`src/rps_pkg.sv`:
```
// Constants and carrier types for the remappable pin select block
// Behaviour
// - Second SPI clock from field bits 13:8, data from bits 5:0.
// - Second SPI slave select from bits 5:0; bits 15:6 unimplemented.
// - Fourth UART clear-to-send from bits 13:8, receive from bits 5:0.
// - Third SPI clock from field bits 13:8, data from bits 5:0.
// - Third SPI slave select from bits 5:0; upper ten bits unimplemented.
// - Input select fields are six bits naming the feeding pin.
// - Input select bits are read/write and reset to all ones.
// - Output mapping bits are read/write and reset to zero.
// - Unimplemented bits read zero and ignore writes.
// - Output field value n drives the pin with function n.
// - Output registers hold even pin in 5:0, odd pin in 13:8.
// - Small package variant: pin 5 field unimplemented, reads zero.
`default_nettype none
package rps_pkg;
  localparam int RPS_ADDR_W = 8;
  localparam int RPS_NREG = 9;
  localparam int RPS_IN_PINS = 64;
  localparam int RPS_OUT_PINS = 8;
  localparam int RPS_FUNCS = 64;
  localparam int RPS_FIELD_W = 6;
  localparam int RPS_LO_POS = 0;
  localparam int RPS_HI_POS = 8;
  localparam int RPS_SMALL_PIN = 5;
  localparam int RPS_IDX_SPI2_CD = 0;
  localparam int RPS_IDX_SPI2_SS = 1;
  localparam int RPS_IDX_UART4 = 2;
  localparam int RPS_IDX_SPI3_CD = 3;
  localparam int RPS_IDX_SPI3_SS = 4;
  localparam int RPS_IDX_OUT0 = 5;
  localparam logic [RPS_ADDR_W-1:0] RPS_OFS_SPI2_CD = 8'h00;
  localparam logic [RPS_ADDR_W-1:0] RPS_OFS_SPI2_SS = 8'h04;
  localparam logic [RPS_ADDR_W-1:0] RPS_OFS_UART4 = 8'h08;
  localparam logic [RPS_ADDR_W-1:0] RPS_OFS_SPI3_CD = 8'h0c;
  localparam logic [RPS_ADDR_W-1:0] RPS_OFS_SPI3_SS = 8'h10;
  localparam logic [RPS_ADDR_W-1:0] RPS_OFS_OUT01 = 8'h14;
  localparam logic [RPS_ADDR_W-1:0] RPS_OFS_OUT23 = 8'h18;
  localparam logic [RPS_ADDR_W-1:0] RPS_OFS_OUT45 = 8'h1c;
  localparam logic [RPS_ADDR_W-1:0] RPS_OFS_OUT67 = 8'h20;
  localparam logic [15:0] RPS_MASK_TWO = 16'h3f3f;
  localparam logic [15:0] RPS_MASK_ONE = 16'h003f;
  localparam logic [15:0] RPS_RST_IN_TWO = 16'h3f3f;
  localparam logic [15:0] RPS_RST_IN_ONE = 16'h003f;
  localparam logic [15:0] RPS_RST_OUT = 16'h0000;
  localparam logic [1:0] RPS_RESP_OKAY = 2'h0;
  localparam logic [1:0] RPS_RESP_SLVERR = 2'h2;

  typedef struct packed {
    logic awvalid;
    logic [RPS_ADDR_W-1:0] awaddr;
    logic [2:0] awprot;
    logic wvalid;
    logic [31:0] wdata;
    logic [3:0] wstrb;
    logic bready;
    logic arvalid;
    logic [RPS_ADDR_W-1:0] araddr;
    logic [2:0] arprot;
    logic rready;
  } rps_axi_req_t;

  typedef struct packed {
    logic awready;
    logic wready;
    logic bvalid;
    logic [1:0] bresp;
    logic arready;
    logic rvalid;
    logic [31:0] rdata;
    logic [1:0] rresp;
  } rps_axi_rsp_t;

  typedef struct packed {
    logic second_spi_clock_input;
    logic second_spi_data_input;
    logic second_spi_slave_select_input;
    logic fourth_uart_clear_to_send;
    logic fourth_uart_receive;
    logic third_spi_clock_input;
    logic third_spi_data_input;
    logic third_spi_slave_select_input;
  } rps_periph_in_t;
endpackage
`default_nettype wire

```
`src/rps_top.sv`:
```
// Remappable pin select: register file, input routing and output mapping
`default_nettype none
module rps_top import rps_pkg::*; #(
  parameter int IN_PINS = RPS_IN_PINS,
  parameter bit SMALL_PACKAGE = 1'b0
) (
  input wire logic clk,
  input wire logic sys_rst,
  input wire rps_axi_req_t s_axi_req,
  output rps_axi_rsp_t s_axi_rsp,
  input wire logic [IN_PINS-1:0] remappable_pin,
  input wire logic [RPS_FUNCS-1:0] func_out,
  output rps_periph_in_t periph_in,
  output logic [RPS_OUT_PINS-1:0] pin_out
);

  typedef struct packed {
    logic [IN_PINS-1:0] sync1;
    logic [IN_PINS-1:0] sync2;
    logic [RPS_NREG-1:0][15:0] regs;
    rps_periph_in_t pin_in;
    logic [RPS_OUT_PINS-1:0] pin_drv;
    logic aw_got;
    logic w_got;
    logic [RPS_ADDR_W-1:0] awaddr;
    logic [31:0] wdata;
    logic [3:0] wstrb;
    logic awready;
    logic wready;
    logic bvalid;
    logic [1:0] bresp;
    logic arready;
    logic rvalid;
    logic [31:0] rdata;
    logic [1:0] rresp;
  } rps_state_t;

  // Highest index first: output maps, then the five input selects
  localparam logic [RPS_NREG-1:0][15:0] RST_REGS = {
    RPS_RST_OUT, RPS_RST_OUT, RPS_RST_OUT, RPS_RST_OUT,
    RPS_RST_IN_ONE, RPS_RST_IN_TWO, RPS_RST_IN_TWO,
    RPS_RST_IN_ONE, RPS_RST_IN_TWO
  };

  localparam rps_state_t RST_STATE = '{
    sync1: '0,
    sync2: '0,
    regs: RST_REGS,
    pin_in: '0,
    pin_drv: '0,
    aw_got: 1'b0,
    w_got: 1'b0,
    awaddr: '0,
    wdata: '0,
    wstrb: '0,
    awready: 1'b0,
    wready: 1'b0,
    bvalid: 1'b0,
    bresp: RPS_RESP_OKAY,
    arready: 1'b0,
    rvalid: 1'b0,
    rdata: '0,
    rresp: RPS_RESP_OKAY
  };

  rps_state_t state_ff;
  rps_state_t nxt_state;

  // Map a byte address to a register index; the return value says if mapped
  function automatic logic decode(
    input logic [RPS_ADDR_W-1:0] addr,
    output logic [3:0] idx
  );
    logic hit;
    hit = 1'b1;
    case (addr)
      RPS_OFS_SPI2_CD: idx = 4'(RPS_IDX_SPI2_CD);
      RPS_OFS_SPI2_SS: idx = 4'(RPS_IDX_SPI2_SS);
      RPS_OFS_UART4: idx = 4'(RPS_IDX_UART4);
      RPS_OFS_SPI3_CD: idx = 4'(RPS_IDX_SPI3_CD);
      RPS_OFS_SPI3_SS: idx = 4'(RPS_IDX_SPI3_SS);
      RPS_OFS_OUT01: idx = 4'(RPS_IDX_OUT0);
      RPS_OFS_OUT23: idx = 4'(RPS_IDX_OUT0 + 1);
      RPS_OFS_OUT45: idx = 4'(RPS_IDX_OUT0 + 2);
      RPS_OFS_OUT67: idx = 4'(RPS_IDX_OUT0 + 3);
      default: begin
        idx = 4'h0;
        hit = 1'b0;
      end
    endcase
    return hit;
  endfunction

  // Writable bits of each register; everything else stays zero
  function automatic logic [15:0] wmask(input logic [3:0] idx);
    logic [15:0] m;
    m = RPS_MASK_TWO;
    if (idx == 4'(RPS_IDX_SPI2_SS) || idx == 4'(RPS_IDX_SPI3_SS)) begin
      m = RPS_MASK_ONE;
    end
    // Pin 5 has no storage in the small package, so it always reads zero
    if (SMALL_PACKAGE && idx == 4'(RPS_IDX_OUT0 + RPS_SMALL_PIN / 2)) begin
      m = RPS_MASK_ONE;
    end
    return m;
  endfunction

  // Pick a synchronised pin; selects past the last pin read as zero
  function automatic logic pick(
    input logic [IN_PINS-1:0] pins,
    input logic [RPS_FIELD_W-1:0] sel
  );
    logic v;
    v = 1'b0;
    if (32'(sel) < IN_PINS) begin
      v = pins[sel];
    end
    return v;
  endfunction

  function automatic logic [RPS_FIELD_W-1:0] lo_field(input logic [15:0] r);
    return r[RPS_LO_POS +: RPS_FIELD_W];
  endfunction

  function automatic logic [RPS_FIELD_W-1:0] hi_field(input logic [15:0] r);
    return r[RPS_HI_POS +: RPS_FIELD_W];
  endfunction

  always_comb begin
    logic [3:0] widx;
    logic [3:0] ridx;
    logic whit;
    logic rhit;
    logic [15:0] bmask;
    logic [15:0] m;
    logic [RPS_FIELD_W-1:0] osel;
    widx = 4'h0;
    ridx = 4'h0;
    whit = 1'b0;
    rhit = 1'b0;
    bmask = 16'h0000;
    m = 16'h0000;
    osel = '0;
    nxt_state = state_ff;

    // Pins come from outside; the first stage feeds only the second
    nxt_state.sync1 = remappable_pin;
    nxt_state.sync2 = state_ff.sync1;

    // Write address and data are taken in either order
    if (s_axi_req.awvalid && state_ff.awready) begin
      nxt_state.aw_got = 1'b1;
      nxt_state.awaddr = s_axi_req.awaddr;
    end
    if (s_axi_req.wvalid && state_ff.wready) begin
      nxt_state.w_got = 1'b1;
      nxt_state.wdata = s_axi_req.wdata;
      nxt_state.wstrb = s_axi_req.wstrb;
    end

    // Both halves held: commit the strobed bytes of the register in one cycle
    if (state_ff.aw_got && state_ff.w_got && !state_ff.bvalid) begin
      whit = decode(state_ff.awaddr, widx);
      if (whit) begin
        bmask = {{8{state_ff.wstrb[1]}}, {8{state_ff.wstrb[0]}}};
        m = wmask(widx) & bmask;
        nxt_state.regs[widx] =
          (state_ff.regs[widx] & ~m) | (state_ff.wdata[15:0] & m);
      end
      nxt_state.bvalid = 1'b1;
      nxt_state.bresp = whit ? RPS_RESP_OKAY : RPS_RESP_SLVERR;
      nxt_state.aw_got = 1'b0;
      nxt_state.w_got = 1'b0;
    end
    if (state_ff.bvalid && s_axi_req.bready) begin
      nxt_state.bvalid = 1'b0;
    end
    // Ready drops while a write is pending so only one is in flight
    nxt_state.awready = !nxt_state.aw_got && !nxt_state.bvalid
      && !(state_ff.aw_got && state_ff.w_got);
    nxt_state.wready = !nxt_state.w_got && !nxt_state.bvalid
      && !(state_ff.aw_got && state_ff.w_got);

    // Read: upper sixteen bits and unimplemented bits are zero
    if (s_axi_req.arvalid && state_ff.arready) begin
      rhit = decode(s_axi_req.araddr, ridx);
      nxt_state.rvalid = 1'b1;
      nxt_state.rdata = rhit ? {16'h0000, state_ff.regs[ridx]} : 32'h0000_0000;
      nxt_state.rresp = rhit ? RPS_RESP_OKAY : RPS_RESP_SLVERR;
    end
    if (state_ff.rvalid && s_axi_req.rready) begin
      nxt_state.rvalid = 1'b0;
    end
    nxt_state.arready = !nxt_state.rvalid;

    // Input routing reads the stored fields, so a write acts a cycle later
    nxt_state.pin_in.second_spi_clock_input =
      pick(state_ff.sync2, hi_field(state_ff.regs[RPS_IDX_SPI2_CD]));
    nxt_state.pin_in.second_spi_data_input =
      pick(state_ff.sync2, lo_field(state_ff.regs[RPS_IDX_SPI2_CD]));
    nxt_state.pin_in.second_spi_slave_select_input =
      pick(state_ff.sync2, lo_field(state_ff.regs[RPS_IDX_SPI2_SS]));
    nxt_state.pin_in.fourth_uart_clear_to_send =
      pick(state_ff.sync2, hi_field(state_ff.regs[RPS_IDX_UART4]));
    nxt_state.pin_in.fourth_uart_receive =
      pick(state_ff.sync2, lo_field(state_ff.regs[RPS_IDX_UART4]));
    nxt_state.pin_in.third_spi_clock_input =
      pick(state_ff.sync2, hi_field(state_ff.regs[RPS_IDX_SPI3_CD]));
    nxt_state.pin_in.third_spi_data_input =
      pick(state_ff.sync2, lo_field(state_ff.regs[RPS_IDX_SPI3_CD]));
    nxt_state.pin_in.third_spi_slave_select_input =
      pick(state_ff.sync2, lo_field(state_ff.regs[RPS_IDX_SPI3_SS]));

    // Output mapping: even pin low field, odd pin high field
    for (int p = 0; p < RPS_OUT_PINS; p++) begin
      if (p % 2 == 0) begin
        osel = lo_field(state_ff.regs[RPS_IDX_OUT0 + p / 2]);
      end else begin
        osel = hi_field(state_ff.regs[RPS_IDX_OUT0 + p / 2]);
      end
      nxt_state.pin_drv[p] = func_out[osel];
    end
  end

  always_ff @(posedge clk or posedge sys_rst) begin
    if (sys_rst) begin
      state_ff <= RST_STATE;
    end else begin
      state_ff <= nxt_state;
    end
  end

  assign s_axi_rsp.awready = state_ff.awready;
  assign s_axi_rsp.wready = state_ff.wready;
  assign s_axi_rsp.bvalid = state_ff.bvalid;
  assign s_axi_rsp.bresp = state_ff.bresp;
  assign s_axi_rsp.arready = state_ff.arready;
  assign s_axi_rsp.rvalid = state_ff.rvalid;
  assign s_axi_rsp.rdata = state_ff.rdata;
  assign s_axi_rsp.rresp = state_ff.rresp;
  assign periph_in = state_ff.pin_in;
  assign pin_out = state_ff.pin_drv;

endmodule
`default_nettype wire
```
`config.mk`:
```
export PLATFORM = sky130hd
export DESIGN_NAME = rps_top
export DESIGN_NICKNAME = d
export VERILOG_FILES = /design/src/rps_pkg.sv /design/src/rps_top.sv
export SDC_FILE = /design/constraint.sdc
export NUM_CORES = 1
export LEC_CHECK = 0
export ABC_AREA = 1
export BUFFER_PORTS_ARGS = -buffer_cell sky130_fd_sc_hd__buf_2
export CAP_MARGIN = 5
export CELL_PAD_IN_SITES_DETAIL_PLACEMENT = 1
export CELL_PAD_IN_SITES_GLOBAL_PLACEMENT = 2
export CORE_ASPECT_RATIO = 1.25
export CORE_MARGIN = 2
export CORE_UTILIZATION = 29
export DETAILED_ROUTE_END_ITERATION = 8
export HOLD_SLACK_MARGIN = 0.05
export PLACE_DENSITY = 0.73
export SYNTH_ARGS = -nofsm -noshare
export SYNTH_HDL_FRONTEND = slang
export SYNTH_SLANG_ARGS = --single-unit
export TNS_END_PERCENT = 5
```
`constraint.sdc`:
```
create_clock -name clk -period 11 [get_ports clk]
set_input_delay 1.1 -clock clk [delete_from_list [all_inputs] [get_ports clk]]
set_output_delay 1.1 -clock clk [all_outputs]
set_load 0.01 [all_outputs]
```
Yosys cells after proc, flatten, opt, wreduce, memory -nomap -nowiden
Index checks and enable logic that the tools add are counted.
{ "word_totals": {"regBits": 357, "inputBits": 193, "out_inout_bits": 57, "elab_cells": 159} }
{ "classes": {"n_lt_le_gt_ge": 19, "n_eq_ne": 18, "n_mux": 60, "bitwise": 5, "reduce_logical": 24} }
{ "op_table": {"columns": ["cell", "count"], "rows": [
  ["$bwmux W144", 1],
  ["$bmux W16 S4", 2],
  ["$lt A6 B7 Y1 const B", 16],
  ["$bmux W1 S6", 16],
  ["$mux W16", 6],
  ["$demux W16 S4", 1],
  ["$eq A8 B5 Y1 const B", 8],
  ["$pmux W4 S8", 2],
  ["$and A16 B16 Y16", 3],
  ["$mux W35", 1],
  ["$eq A8 B4 Y1 const B", 4],
  ["$mux W1", 24],
  ["$reduce_or A9 Y1", 2],
  ["$eq A8 B3 Y1 const B", 2],
  ["$eq A8 B6 Y1 const B", 2],
  ["$logic_not A8 Y1", 2],
  ["$not A16 Y16", 1],
  ["$or A16 B16 Y16", 1],
  ["$mux W14", 1],
  ["$logic_and A1 B1 Y1", 12],
  ["$lt A4 B5 Y1 const B", 2],
  ["$mux W4", 2],
  ["$logic_not A1 Y1", 6],
  ["$mux W2", 3],
  ["6 further kinds", 6]
]} }

Depth between registers and ports, before layout
Gate-level depths: netlist of the first run.
{ "logic_depth": {"depth_word": 13, "ltp_mapped": 13, "ltp_nobuf": 13} }

Worst setup path before layout of the first run
Ideal clock, no wire load.
{ "synth_path": {"path_kind": "input-to-reg", "from": "input port s_axi_req[11] (netlist name)", "to": "register state_ff (netlist bit s_axi_rsp[2])", "setup_ns": 0.117, "arrival_ns": 2.292, "required_ns": 10.883, "path_slack_ns": 8.592, "cell_stages": 12, "n_path_buf": 2, "cell_sequence": "nor2_2 nand2_2 nor2_4 inv_2 buf_6 buf_2 a21oi_1 o21ai_0 nand3_1 nand3_1 nand2_1 nand2_1"} }
{ "synth_via": {"elab_chain_cells": 6, "elab_cells_between_ends": 17, "classes_between": "8 x eq/ne; 7 x mux; 2 x reduce/logical"} }
{ "synth_rtl": {"columns": ["item", "line", "text"], "rows": [
  ["from (decl)", "rps_top.sv:9", "input wire rps_axi_req_t s_axi_req,"],
  ["$eq A8 B6 Y1, or another cell as far along", "rps_top.sv:76", "case (addr)"],
  ["$pmux W4 S8", "rps_top.sv:76", null],
  ["$mux W4", "rps_top.sv:185", "if (s_axi_req.arvalid && state_ff.arready) begin"],
  ["$bmux W16 S4", "rps_top.sv:188", "nxt_state.rdata = rhit ? {16'h0000, state_ff.regs[ridx]} : 32'h0000_0000;"],
  ["$mux W16 (not written as such)", "rps_top.sv:188", null],
  ["$mux W16 *", "rps_top.sv:188", null],
  ["to (signal assigned)", "rps_top.sv:229", "state_ff <= nxt_state;"],
  ["to (decl)", "rps_top.sv:66", "rps_state_t state_ff;"]
]} }
Every way passes the cells marked *; elsewhere a longest branch is shown, timed or not. The select of a mux whose other input is x is not followed.
A chain may end at the register's enable or synchronous reset.

==> impl_results.html, run 1 <==
<table>
<tr><th>Metric</th><th>Value</th></tr>
<tr><th colspan="2">Setup path</th></tr>
<tr><td>Arrival time at the worst endpoint</td><td>3.93 ns</td></tr>
<tr><td>Buf/Inv on CP</td><td>1</td></tr>
<tr><td>Kind of end point of the critical path</td><td>register</td></tr>
<tr><td>Maximum fanout encountered on the critical timing path</td><td>42</td></tr>
<tr><td>Worst setup path category</td><td>register to register</td></tr>
<tr><td>Cell chain of the critical path</td><td>clkinv_1 -&gt; o21ai_0 -&gt; nor2_1 -&gt; a211oi_1 -&gt; o21ai_0 -&gt; nand3_1 -&gt; nand2_1</td></tr>
<tr><td>Data required time of the worst path</td><td>11.45 ns</td></tr>
<tr><td>Stage delay of the slowest cell on the critical path</td><td>1.06 ns</td></tr>
<tr><td>Cell with the most instances on the worst path</td><td>sky130_fd_sc_hd__o21ai_0</td></tr>
<tr><td>Critical path's slowest cell</td><td>sky130_fd_sc_hd__dfstp_2</td></tr>
<tr><td>Critical path's top delay family</td><td>flip-flops</td></tr>
<tr><td>Startpoint kind of the worst setup timing path</td><td>register</td></tr>
<tr><th colspan="2">Placement</th></tr>
<tr><td>Post-DP Area</td><td>0.0247 mm^2</td></tr>
<tr><td>Weighted congestion at the end of routability-driven global placement</td><td>0.920</td></tr>
<tr><td>Port bufs</td><td>203</td></tr>
<tr><td>Hpwl dp</td><td>82300 um</td></tr>
<tr><th colspan="2">Detailed routing</th></tr>
<tr><td>Detailed-routing iteration count for the pre-antenna-repair pass</td><td>5</td></tr>
<tr><td>Number of DRC markers in iteration 0</td><td>1918</td></tr>
<tr><td>DRC</td><td>0</td></tr>
<tr><td>Average wire per cell in the routed design</td><td>about 25 um</td></tr>
<tr><td>Final antenna-violating net count</td><td>0</td></tr>
<tr><td>Via density per instance</td><td>5.48</td></tr>
<tr><td>Total number of vias</td><td>26100</td></tr>
<tr><td>Detailed-route wire length</td><td>118000 um</td></tr>
<tr><th colspan="2">Power</th></tr>
<tr><td>PD cells</td><td>roughly 130 mW/mm^2</td></tr>
<tr><td>Sequential group share of total power</td><td>40.6%</td></tr>
<tr><td>Switching power share of the total</td><td>34.8%</td></tr>
<tr><td>Net switching power</td><td>between 0.001 and 0.0015 W</td></tr>
<tr><td>Worst VDD drop</td><td>0.126 mV</td></tr>
<tr><td>Proportion of power drawn by the clock network</td><td>between 30% and 40%</td></tr>
<tr><td>Internal power summed over all cells</td><td>0.00229 W</td></tr>
<tr><td>Combinational Power Share</td><td>20.2%</td></tr>
<tr><td>Static Leakage</td><td>11.8 nW</td></tr>
<tr><th colspan="2">Synth</th></tr>
<tr><td>Netlist area before placement</td><td>0.0238 mm^2</td></tr>
<tr><td>Total of flip-flops plus latches after synthesis</td><td>335</td></tr>
<tr><td>Synthesis Warnings</td><td>0</td></tr>
<tr><td>Number of enable-type register cells in the synthesized netlist</td><td>0</td></tr>
<tr><td>Mean Syn Cell Area</td><td>about 6.3 um^2</td></tr>
<tr><td>Synth Area in Simple Gates</td><td>34.7%</td></tr>
<tr><td>Post-synthesis compound-gate area fraction</td><td>about a fifth</td></tr>
<tr><td>Post-synth top flop</td><td>sky130_fd_sc_hd__dfrtp_1</td></tr>
<tr><td>Leading cell types by total area after synthesis</td><td>sky130_fd_sc_hd__dfrtp_1, sky130_fd_sc_hd__nand2_1, sky130_fd_sc_hd__o21ai_0</td></tr>
<tr><td>Yosys cell types</td><td>32</td></tr>
<tr><td>Most numerous cell in the Yosys netlist</td><td>sky130_fd_sc_hd__nand2_1</td></tr>
<tr><td>Multiplexer share of the synthesized area</td><td>0%</td></tr>
<tr><td>Xor/xnor cell area share of the yosys netlist</td><td>0%</td></tr>
<tr><td>Most instantiated cells after synthesis</td><td>sky130_fd_sc_hd__nand2_1, sky130_fd_sc_hd__o21ai_0, sky130_fd_sc_hd__nand3_1</td></tr>
<tr><td>Async set-reset flop share out of synthesis</td><td>100%</td></tr>
<tr><td>Post-synthesis sequential area ratio</td><td>35.4%</td></tr>
<tr><td>Number of standard cells after synthesis</td><td>between 3000 and 4000</td></tr>
<tr><td>Synth top area share</td><td>30.1%</td></tr>
<tr><td>Library cell occupying the most area in the post-synthesis netlist</td><td>sky130_fd_sc_hd__dfrtp_1</td></tr>
<tr><td>Largest family of logic cells by synthesized area</td><td>simple AND/OR/NAND/NOR gates</td></tr>
<tr><td>Synthesized-area fraction occupied by adder cells</td><td>0%</td></tr>
<tr><th colspan="2">CTS</th></tr>
<tr><td>Number of buffers on the longest clock path</td><td>3</td></tr>
<tr><td>Number of clock sinks seen by CTS</td><td>around 340</td></tr>
<tr><td>Clock root buffer master</td><td>sky130_fd_sc_hd__clkbuf_16</td></tr>
<tr><td>Worst-path clk slew</td><td>0.07 ns</td></tr>
<tr><td>Number of buffers created by CTS</td><td>39</td></tr>
<tr><td>Clock tree from TritonCTS</td><td>done</td></tr>
<tr><td>Clock network latency to the later pin of the worst-skew pair</td><td>0.59 ns</td></tr>
<tr><td>Post-CTS setup buffer count</td><td>0</td></tr>
<tr><td>CTS Hold Buffers Added</td><td>0</td></tr>
<tr><td>CTS H-tree lvls</td><td>2</td></tr>
<tr><td>Number of gates resized after CTS</td><td>0</td></tr>
<tr><th colspan="2">Timing</th></tr>
<tr><td>Peak clock frequency supported by timing</td><td>288 MHz</td></tr>
<tr><td>Number of max-slew violations in the final report</td><td>0</td></tr>
<tr><td>Tmin final</td><td>3.47 ns</td></tr>
<tr><td>Share of the clock period used by the worst path after layout</td><td>31.6%</td></tr>
<tr><td>Clock tree skew after final layout</td><td>0.0338 ns</td></tr>
<tr><td>Tightest slew margin relative to the limit</td><td>between 20% and 30%</td></tr>
<tr><td>TNS Setup</td><td>0 ns</td></tr>
<tr><td>Final setup vio count</td><td>0</td></tr>
<tr><td>RSZ-0062 raised after global routing</td><td>false</td></tr>
<tr><td>Worst slew pin tran</td><td>approximately 1.1 ns</td></tr>
<tr><td>Count of endpoints failing hold in the final timing report</td><td>0</td></tr>
<tr><th colspan="2">Global routing</th></tr>
<tr><td>Number of antenna violations at the first check in global routing</td><td>0</td></tr>
<tr><td>Combined global-route utilization of all metal layers</td><td>between 20% and 30%</td></tr>
<tr><td>Maximum number of pins on one net before global-route repair</td><td>148</td></tr>
<tr><td>Via count of the first global-routing pass</td><td>26200</td></tr>
<tr><td>Leftover overflow at the end of global routing</td><td>0</td></tr>
<tr><td>First-pass GRT wire length</td><td>174000 um</td></tr>
<tr><th colspan="2">Layout</th></tr>
<tr><td>Area of all placed cells without fillers</td><td>0.0260 mm^2</td></tr>
<tr><td>NumNets Final</td><td>3843</td></tr>
<tr><td>Layout Area Growth over Synthesis</td><td>8.99%</td></tr>
<tr><td>Share of layout cells above drive strength 1</td><td>11.1%</td></tr>
<tr><th colspan="2">Die</th></tr>
<tr><td>Top-Level Pins</td><td>250</td></tr>
<tr><td>Placement row count</td><td>~120</td></tr>
<tr><td>Initial core utilization</td><td>roughly 29%</td></tr>
<tr><td>Area of the core</td><td>0.0814 mm^2</td></tr>
<tr><td>Overall die width</td><td>260 um</td></tr>
<tr><td>Total die area</td><td>0.0845 mm^2</td></tr>
<tr><td>Y dimension of the die</td><td>325 um</td></tr>
<tr><th colspan="2">Worst hold path</th></tr>
<tr><td>Class of the most critical hold timing path</td><td>register to register</td></tr>
<tr><th colspan="2">Job</th></tr>
<tr><td>MaxCap Viol Count</td><td>0</td></tr>
<tr><th colspan="2">Status</th></tr>
<tr><td>Run status</td><td>finished clean</td></tr>
</table>
-- through the flow --
stage / power [W] / setup WS [ns] / hold slack [ns] / utilization, % / instances
final: 0.00350 / 7.53 / 0.334 / 31.9 / 4751
after global routing: 0.00366 / 7.26 / 0.349 / 31.9 / 4750
after CTS: 0.00355 / 7.47 / 0.342 / 31.9 / 4750
after detailed placement: 0.00215 / 7.25 / 0.336 / 30.3 / 4680
after global placement: 0.00214 / 7.28 / 0.332 / 30.3 / 4680
after floorplan: 0.00185 / 0.698 / 0.331 / - / 3786
-- layout make-up --
class	instances	area (um^2)
Inverter	181	687
Multi-Input combinational cell	2852	12900
Tap cell	1071	1340
Clock inverter	22	264
Timing Repair Buffer	241	1310
Sequential cell	335	8440
Clock buffer	48	1060
Fill cell	10500	55400
Antenna cell	1	2.50
-- flip-flops by register name (all words and copies together), names as in the netlist --
signal,flops
state_ff,232
nxt_state,64
pin_out,8
periph_in,8
s_axi_rsp,23
-- power by group through the flow --
| stage | clock, W | sequential (W) | combinational, W |
|---|---|---|---|
| global placement | 0 | 0.00144 | 0.000699 |
| CTS | 0.00142 | 0.00142 | 0.000706 |
| detailed placement | 0 | 0.00144 | 0.000703 |
| floorplan | 0 | 0.00138 | 0.000467 |
| global route | 0.00146 | 0.00143 | 0.000771 |
| finish | 0.00137 | 0.00142 | 0.000706 |
-- per-layer routing --
layer	track usage (%)	part of all wire, %
met1	32.7	39
met2	47.0	48
met3	2.97	5.1
met4	18.0	7.3
met5	0	0
-- worst reg2reg max path: stages (launching register included) --
cell	delay [ns]
sky130_fd_sc_hd__dfstp_2	1.06
sky130_fd_sc_hd__clkinv_1	1.03
sky130_fd_sc_hd__o21ai_0	0.49
sky130_fd_sc_hd__nor2_1	0.07
sky130_fd_sc_hd__a211oi_1	0.32
sky130_fd_sc_hd__o21ai_0	0.15
sky130_fd_sc_hd__nand3_1	0.10
sky130_fd_sc_hd__nand2_1	0.11
-- worst paths after layout --
kind	startpoint	depth (start not counted)	to	slack, ns
worst max-delay path	state_ff[167]$_DFFE_PP1P_	7	periph_in[0]$_DFF_PP0_	7.53
worst min-delay path	nxt_state[300]$_DFF_PP0_	0	state_ff[300]$_DFF_PP0_	0.33
worst max register to register	state_ff[167]$_DFFE_PP1P_	7	periph_in[0]$_DFF_PP0_	7.53
worst min register to register	nxt_state[300]$_DFF_PP0_	0	state_ff[300]$_DFF_PP0_	0.33
max in group asynchronous	sys_rst	3	pin_out[4]$_DFF_PP0_	8.86
min in group asynchronous	sys_rst	2	nxt_state[258]$_DFF_PP0_	0.65
-- cells in the final DEF, fill, tap and decap left out, drive strengths merged --
cell	count
clkinvlp	3
o31ai	2
conb	18
nand3b	1
nor3	6
nand4	9
buf	241
clkbuf	48
a211oi	14
nor2	358
nand2	1116
nand3	495
inv	164
a21oi	184
dfstp	48
o211ai	18
diode	1
dfrtp	287
clkinv	32
bufinv	4
o22ai	134
o21ai	497
-- kinds of logic after synthesis --
group	count (synthesis)
AO/OA/AOI/OAI	849
buffers and inverters	599
flip-flops	335
other	1
AND/OR/NAND/NOR	1985
No activity file was read; power rests on OpenSTA's default activity.
==> inputs of run 2 (changes only) <==
- CORE_UTILIZATION: 29 -> 33
- PLACE_DENSITY: 0.73 -> 0.79
- clock period: 11 -> 3.57 ns (I/O delays scaled with it)
==> impl_results.html, run 2 (synthesized netlist as in run 1, its figures left out) <==
<table>
<tr><th>Metric</th><th>Value</th></tr>
<tr><th colspan="2">Status</th></tr>
<tr><td>Run status</td><td>finished clean</td></tr>
<tr><th colspan="2">Detailed routing</th></tr>
<tr><td>Total number of vias</td><td>26900 (+3.4%)</td></tr>
<tr><td>Average wire per cell in the routed design</td><td>25.2 um (+1.1%)</td></tr>
<tr><td>Via density per instance</td><td>5.65 (+3.1%)</td></tr>
<tr><td>Final antenna-violating net count</td><td>0 (unchanged)</td></tr>
<tr><td>Detailed-route wire length</td><td>120000 um (+1.4%)</td></tr>
<tr><td>DRC</td><td>0 (unchanged)</td></tr>
<tr><td>Detailed-routing iteration count for the pre-antenna-repair pass</td><td>5 (unchanged)</td></tr>
<tr><td>Number of DRC markers in iteration 0</td><td>1912 (-0.31%)</td></tr>
<tr><th colspan="2">CTS</th></tr>
<tr><td>CTS H-tree lvls</td><td>2 (unchanged)</td></tr>
<tr><td>CTS Hold Buffers Added</td><td>88 (+88)</td></tr>
<tr><td>Clock root buffer master</td><td>sky130_fd_sc_hd__clkbuf_16</td></tr>
<tr><td>Number of buffers on the longest clock path</td><td>3 (unchanged)</td></tr>
<tr><td>Clock network latency to the later pin of the worst-skew pair</td><td>0.59 ns (about the same)</td></tr>
<tr><td>Post-CTS setup buffer count</td><td>0 (unchanged)</td></tr>
<tr><td>Number of buffers created by CTS</td><td>39 (unchanged)</td></tr>
<tr><td>Number of clock sinks seen by CTS</td><td>335 (unchanged)</td></tr>
<tr><td>Worst-path clk slew</td><td>0.06 ns (about the same)</td></tr>
<tr><td>Clock tree from TritonCTS</td><td>done</td></tr>
<tr><td>Number of gates resized after CTS</td><td>0 (unchanged)</td></tr>
<tr><th colspan="2">Die</th></tr>
<tr><td>Top-Level Pins</td><td>250 (unchanged)</td></tr>
<tr><td>Overall die width</td><td>244 um (-6.2%)</td></tr>
<tr><td>Y dimension of the die</td><td>305 um (-6.2%)</td></tr>
<tr><td>Placement row count</td><td>110 (-6.0%)</td></tr>
<tr><td>Area of the core</td><td>0.0717 mm^2 (-12%)</td></tr>
<tr><td>Initial core utilization</td><td>33.2% (+4.0 points)</td></tr>
<tr><td>Total die area</td><td>0.0744 mm^2 (-12%)</td></tr>
<tr><th colspan="2">Worst hold path</th></tr>
<tr><td>Class of the most critical hold timing path</td><td>input port to register</td></tr>
<tr><th colspan="2">Timing</th></tr>
<tr><td>Worst slew pin tran</td><td>0.942 ns (-0.141 ns)</td></tr>
<tr><td>RSZ-0062 raised after global routing</td><td>false</td></tr>
<tr><td>Tmin final</td><td>2.62 ns (-0.847 ns)</td></tr>
<tr><td>Share of the clock period used by the worst path after layout</td><td>73.5% (+42 points)</td></tr>
<tr><td>Peak clock frequency supported by timing</td><td>381 MHz (+32%)</td></tr>
<tr><td>Count of endpoints failing hold in the final timing report</td><td>0 (unchanged)</td></tr>
<tr><td>Final setup vio count</td><td>0 (unchanged)</td></tr>
<tr><td>Clock tree skew after final layout</td><td>0.0213 ns (-0.0124 ns)</td></tr>
<tr><td>Tightest slew margin relative to the limit</td><td>36.8% (+9.3 points)</td></tr>
<tr><td>Number of max-slew violations in the final report</td><td>0 (unchanged)</td></tr>
<tr><th colspan="2">Global routing</th></tr>
<tr><td>Leftover overflow at the end of global routing</td><td>0 (unchanged)</td></tr>
<tr><td>Combined global-route utilization of all metal layers</td><td>32.0% (+4.5 points)</td></tr>
<tr><td>First-pass GRT wire length</td><td>179000 um (+2.8%)</td></tr>
<tr><td>Number of antenna violations at the first check in global routing</td><td>4 (+4)</td></tr>
<tr><td>Via count of the first global-routing pass</td><td>27400 (+4.9%)</td></tr>
<tr><td>Maximum number of pins on one net before global-route repair</td><td>116 (-22%)</td></tr>
<tr><th colspan="2">Layout</th></tr>
<tr><td>NumNets Final</td><td>3972 (+3.4%)</td></tr>
<tr><td>Number of inserted filler cells in the final layout</td><td>9259 (-12%)</td></tr>
<tr><td>Share of layout cells above drive strength 1</td><td>11.7% (+0.67 points)</td></tr>
<tr><td>Most frequent standard cell in the layout excluding fill and tap cells</td><td>sky130_fd_sc_hd__nand2_1</td></tr>
<tr><td>Layout Area Growth over Synthesis</td><td>13.7%</td></tr>
<tr><td>Top register by number of flip-flops</td><td>state_ff</td></tr>
<tr><td>Final Util</td><td>37.8% (+5.9 points)</td></tr>
<tr><td>Highest-count cells in the layout ignoring fill and taps</td><td>sky130_fd_sc_hd__nand2_1, sky130_fd_sc_hd__o21ai_0, sky130_fd_sc_hd__nand3_1, sky130_fd_sc_hd__nor2_1, sky130_fd_sc_hd__dfrtp_1</td></tr>
<tr><td>Max reg flops</td><td>232 (unchanged)</td></tr>
<tr><th colspan="2">Placement</th></tr>
<tr><td>Weighted congestion at the end of routability-driven global placement</td><td>0.986 (+7.2%)</td></tr>
<tr><td>Port bufs</td><td>203 (unchanged)</td></tr>
<tr><td>Hpwl dp</td><td>85000 um (+3.3%)</td></tr>
<tr><th colspan="2">Setup path</th></tr>
<tr><td>Arrival time at the worst endpoint</td><td>3.14 ns (-0.79 ns)</td></tr>
<tr><td>Worst setup path category</td><td>register to register</td></tr>
<tr><td>Startpoint kind of the worst setup timing path</td><td>register</td></tr>
<tr><td>Maximum fanout encountered on the critical timing path</td><td>15 (-64%)</td></tr>
<tr><td>Kind of end point of the critical path</td><td>register</td></tr>
<tr><td>Data required time of the worst path</td><td>4.09 ns (-7.36 ns)</td></tr>
<tr><th colspan="2">Power</th></tr>
<tr><td>Worst VDD drop</td><td>0.438 mV (+250%)</td></tr>
<tr><td>PD cells</td><td>404 mW/mm^2 (+200%)</td></tr>
<tr><td>Post-route total power</td><td>0.0109 W (+210%)</td></tr>
<tr><td>Static Leakage</td><td>12.4 nW (+5.1%)</td></tr>
<tr><th colspan="2">Job</th></tr>
<tr><td>MaxCap Viol Count</td><td>0 (unchanged)</td></tr>
</table>
-- run 2: changes by cell type in the layout (fill, tap and decap cells not counted), moves of 3 or more --
cell,previous run,this run
sky130_fd_sc_hd__diode_2,1,4
sky130_fd_sc_hd__clkbuf_8,5,1
sky130_fd_sc_hd__buf_4,37,74
sky130_fd_sc_hd__clkinv_2,6,10
sky130_fd_sc_hd__dlygate4sd3_1,0,88
sky130_fd_sc_hd__buf_12,1,5
sky130_fd_sc_hd__clkbuf_1,4,8
-- run 2: worst paths after layout --
kind                       cells after the start  slack [ns]                startpoint                   endpoint
max in group asynchronous                      4        2.03                   sys_rst  state_ff[216]$_DFFE_PP0P_
hold / removal                                 3        0.06             s_axi_req[58]   state_ff[81]$_DFFE_PP0P_
setup reg to reg                              10        0.95  state_ff[78]$_DFFE_PP0P_  state_ff[155]$_DFFE_PP1P_
hold reg to reg                                0        0.35  nxt_state[280]$_DFF_PP0_    state_ff[280]$_DFF_PP0_
min in group asynchronous                      3        0.32                   sys_rst  state_ff[158]$_DFFE_PP0P_
setup / recovery                              10        0.95  state_ff[78]$_DFFE_PP0P_  state_ff[155]$_DFFE_PP1P_
-- run 2: per-stage QoR --
stage / TNS (ns) / worst slack [ns] / hold WS, ns / cells / instance area, um^2
after floorplan: -352.44 / -1.22 / 0.331 / 3786 / 23900
after global placement: 0 / 1.02 / 0.333 / 4602 / 24900
after detailed placement: 0 / 0.957 / 0.336 / 4602 / 24900
after CTS: 0 / 0.973 / 0.0529 / 4762 / 27100
after global routing: 0 / 0.817 / 0.0677 / 4766 / 27100
final: 0 / 0.945 / 0.0577 / 4766 / 27100
-- run 2: area by class of cell --
class	instances	area (um^2)	share of cell area, %
multi-input cells	2852	12900	47.5
repair buffers	370	2550	9.42
inverters	181	683	2.52
flip-flops and latches	335	8440	31.2
diodes	4	10.0	0.0369
clock inverters	23	297	1.09
clock buffers	49	1040	3.86
well taps	952	1190	4.40
-- run 2: power breakdown --
| part | internal (W) | total (W) | leakage [nW] | switching [W] |
|---|---|---|---|---|
| registers | 0.00408 | 0.00438 | 4.10 | 0.000303 |
| clock network | 0.00254 | 0.00430 | 0.666 | 0.00177 |
| logic | 0.000614 | 0.00226 | 7.66 | 0.00165 |
| total | 0.00723 | 0.0109 | 12.4 | 0.00372 |
-- run 2: critical path, stage by stage, from the launching register on --
cell and delay, ns:
sky130_fd_sc_hd__dfrtp_1 0.41, sky130_fd_sc_hd__nor2_4 0.09, sky130_fd_sc_hd__nand3_4 0.12, sky130_fd_sc_hd__nor2_2 0.05
sky130_fd_sc_hd__buf_4 0.20, sky130_fd_sc_hd__nor2_2 0.61, sky130_fd_sc_hd__nand2_2 0.22, sky130_fd_sc_hd__nor2_4 0.41
sky130_fd_sc_hd__inv_2 0.26, sky130_fd_sc_hd__nand2_1 0.13, sky130_fd_sc_hd__nand2_1 0.06
-- run 2: routing by layer --
layer	up-vias	track usage, %	wire [um]
met5	-	0	0
met4	0	23.0	9980
met3	398	4.16	5510
met2	948	56.1	59200
met1	13200	35.7	45300
li1	12400	-	-
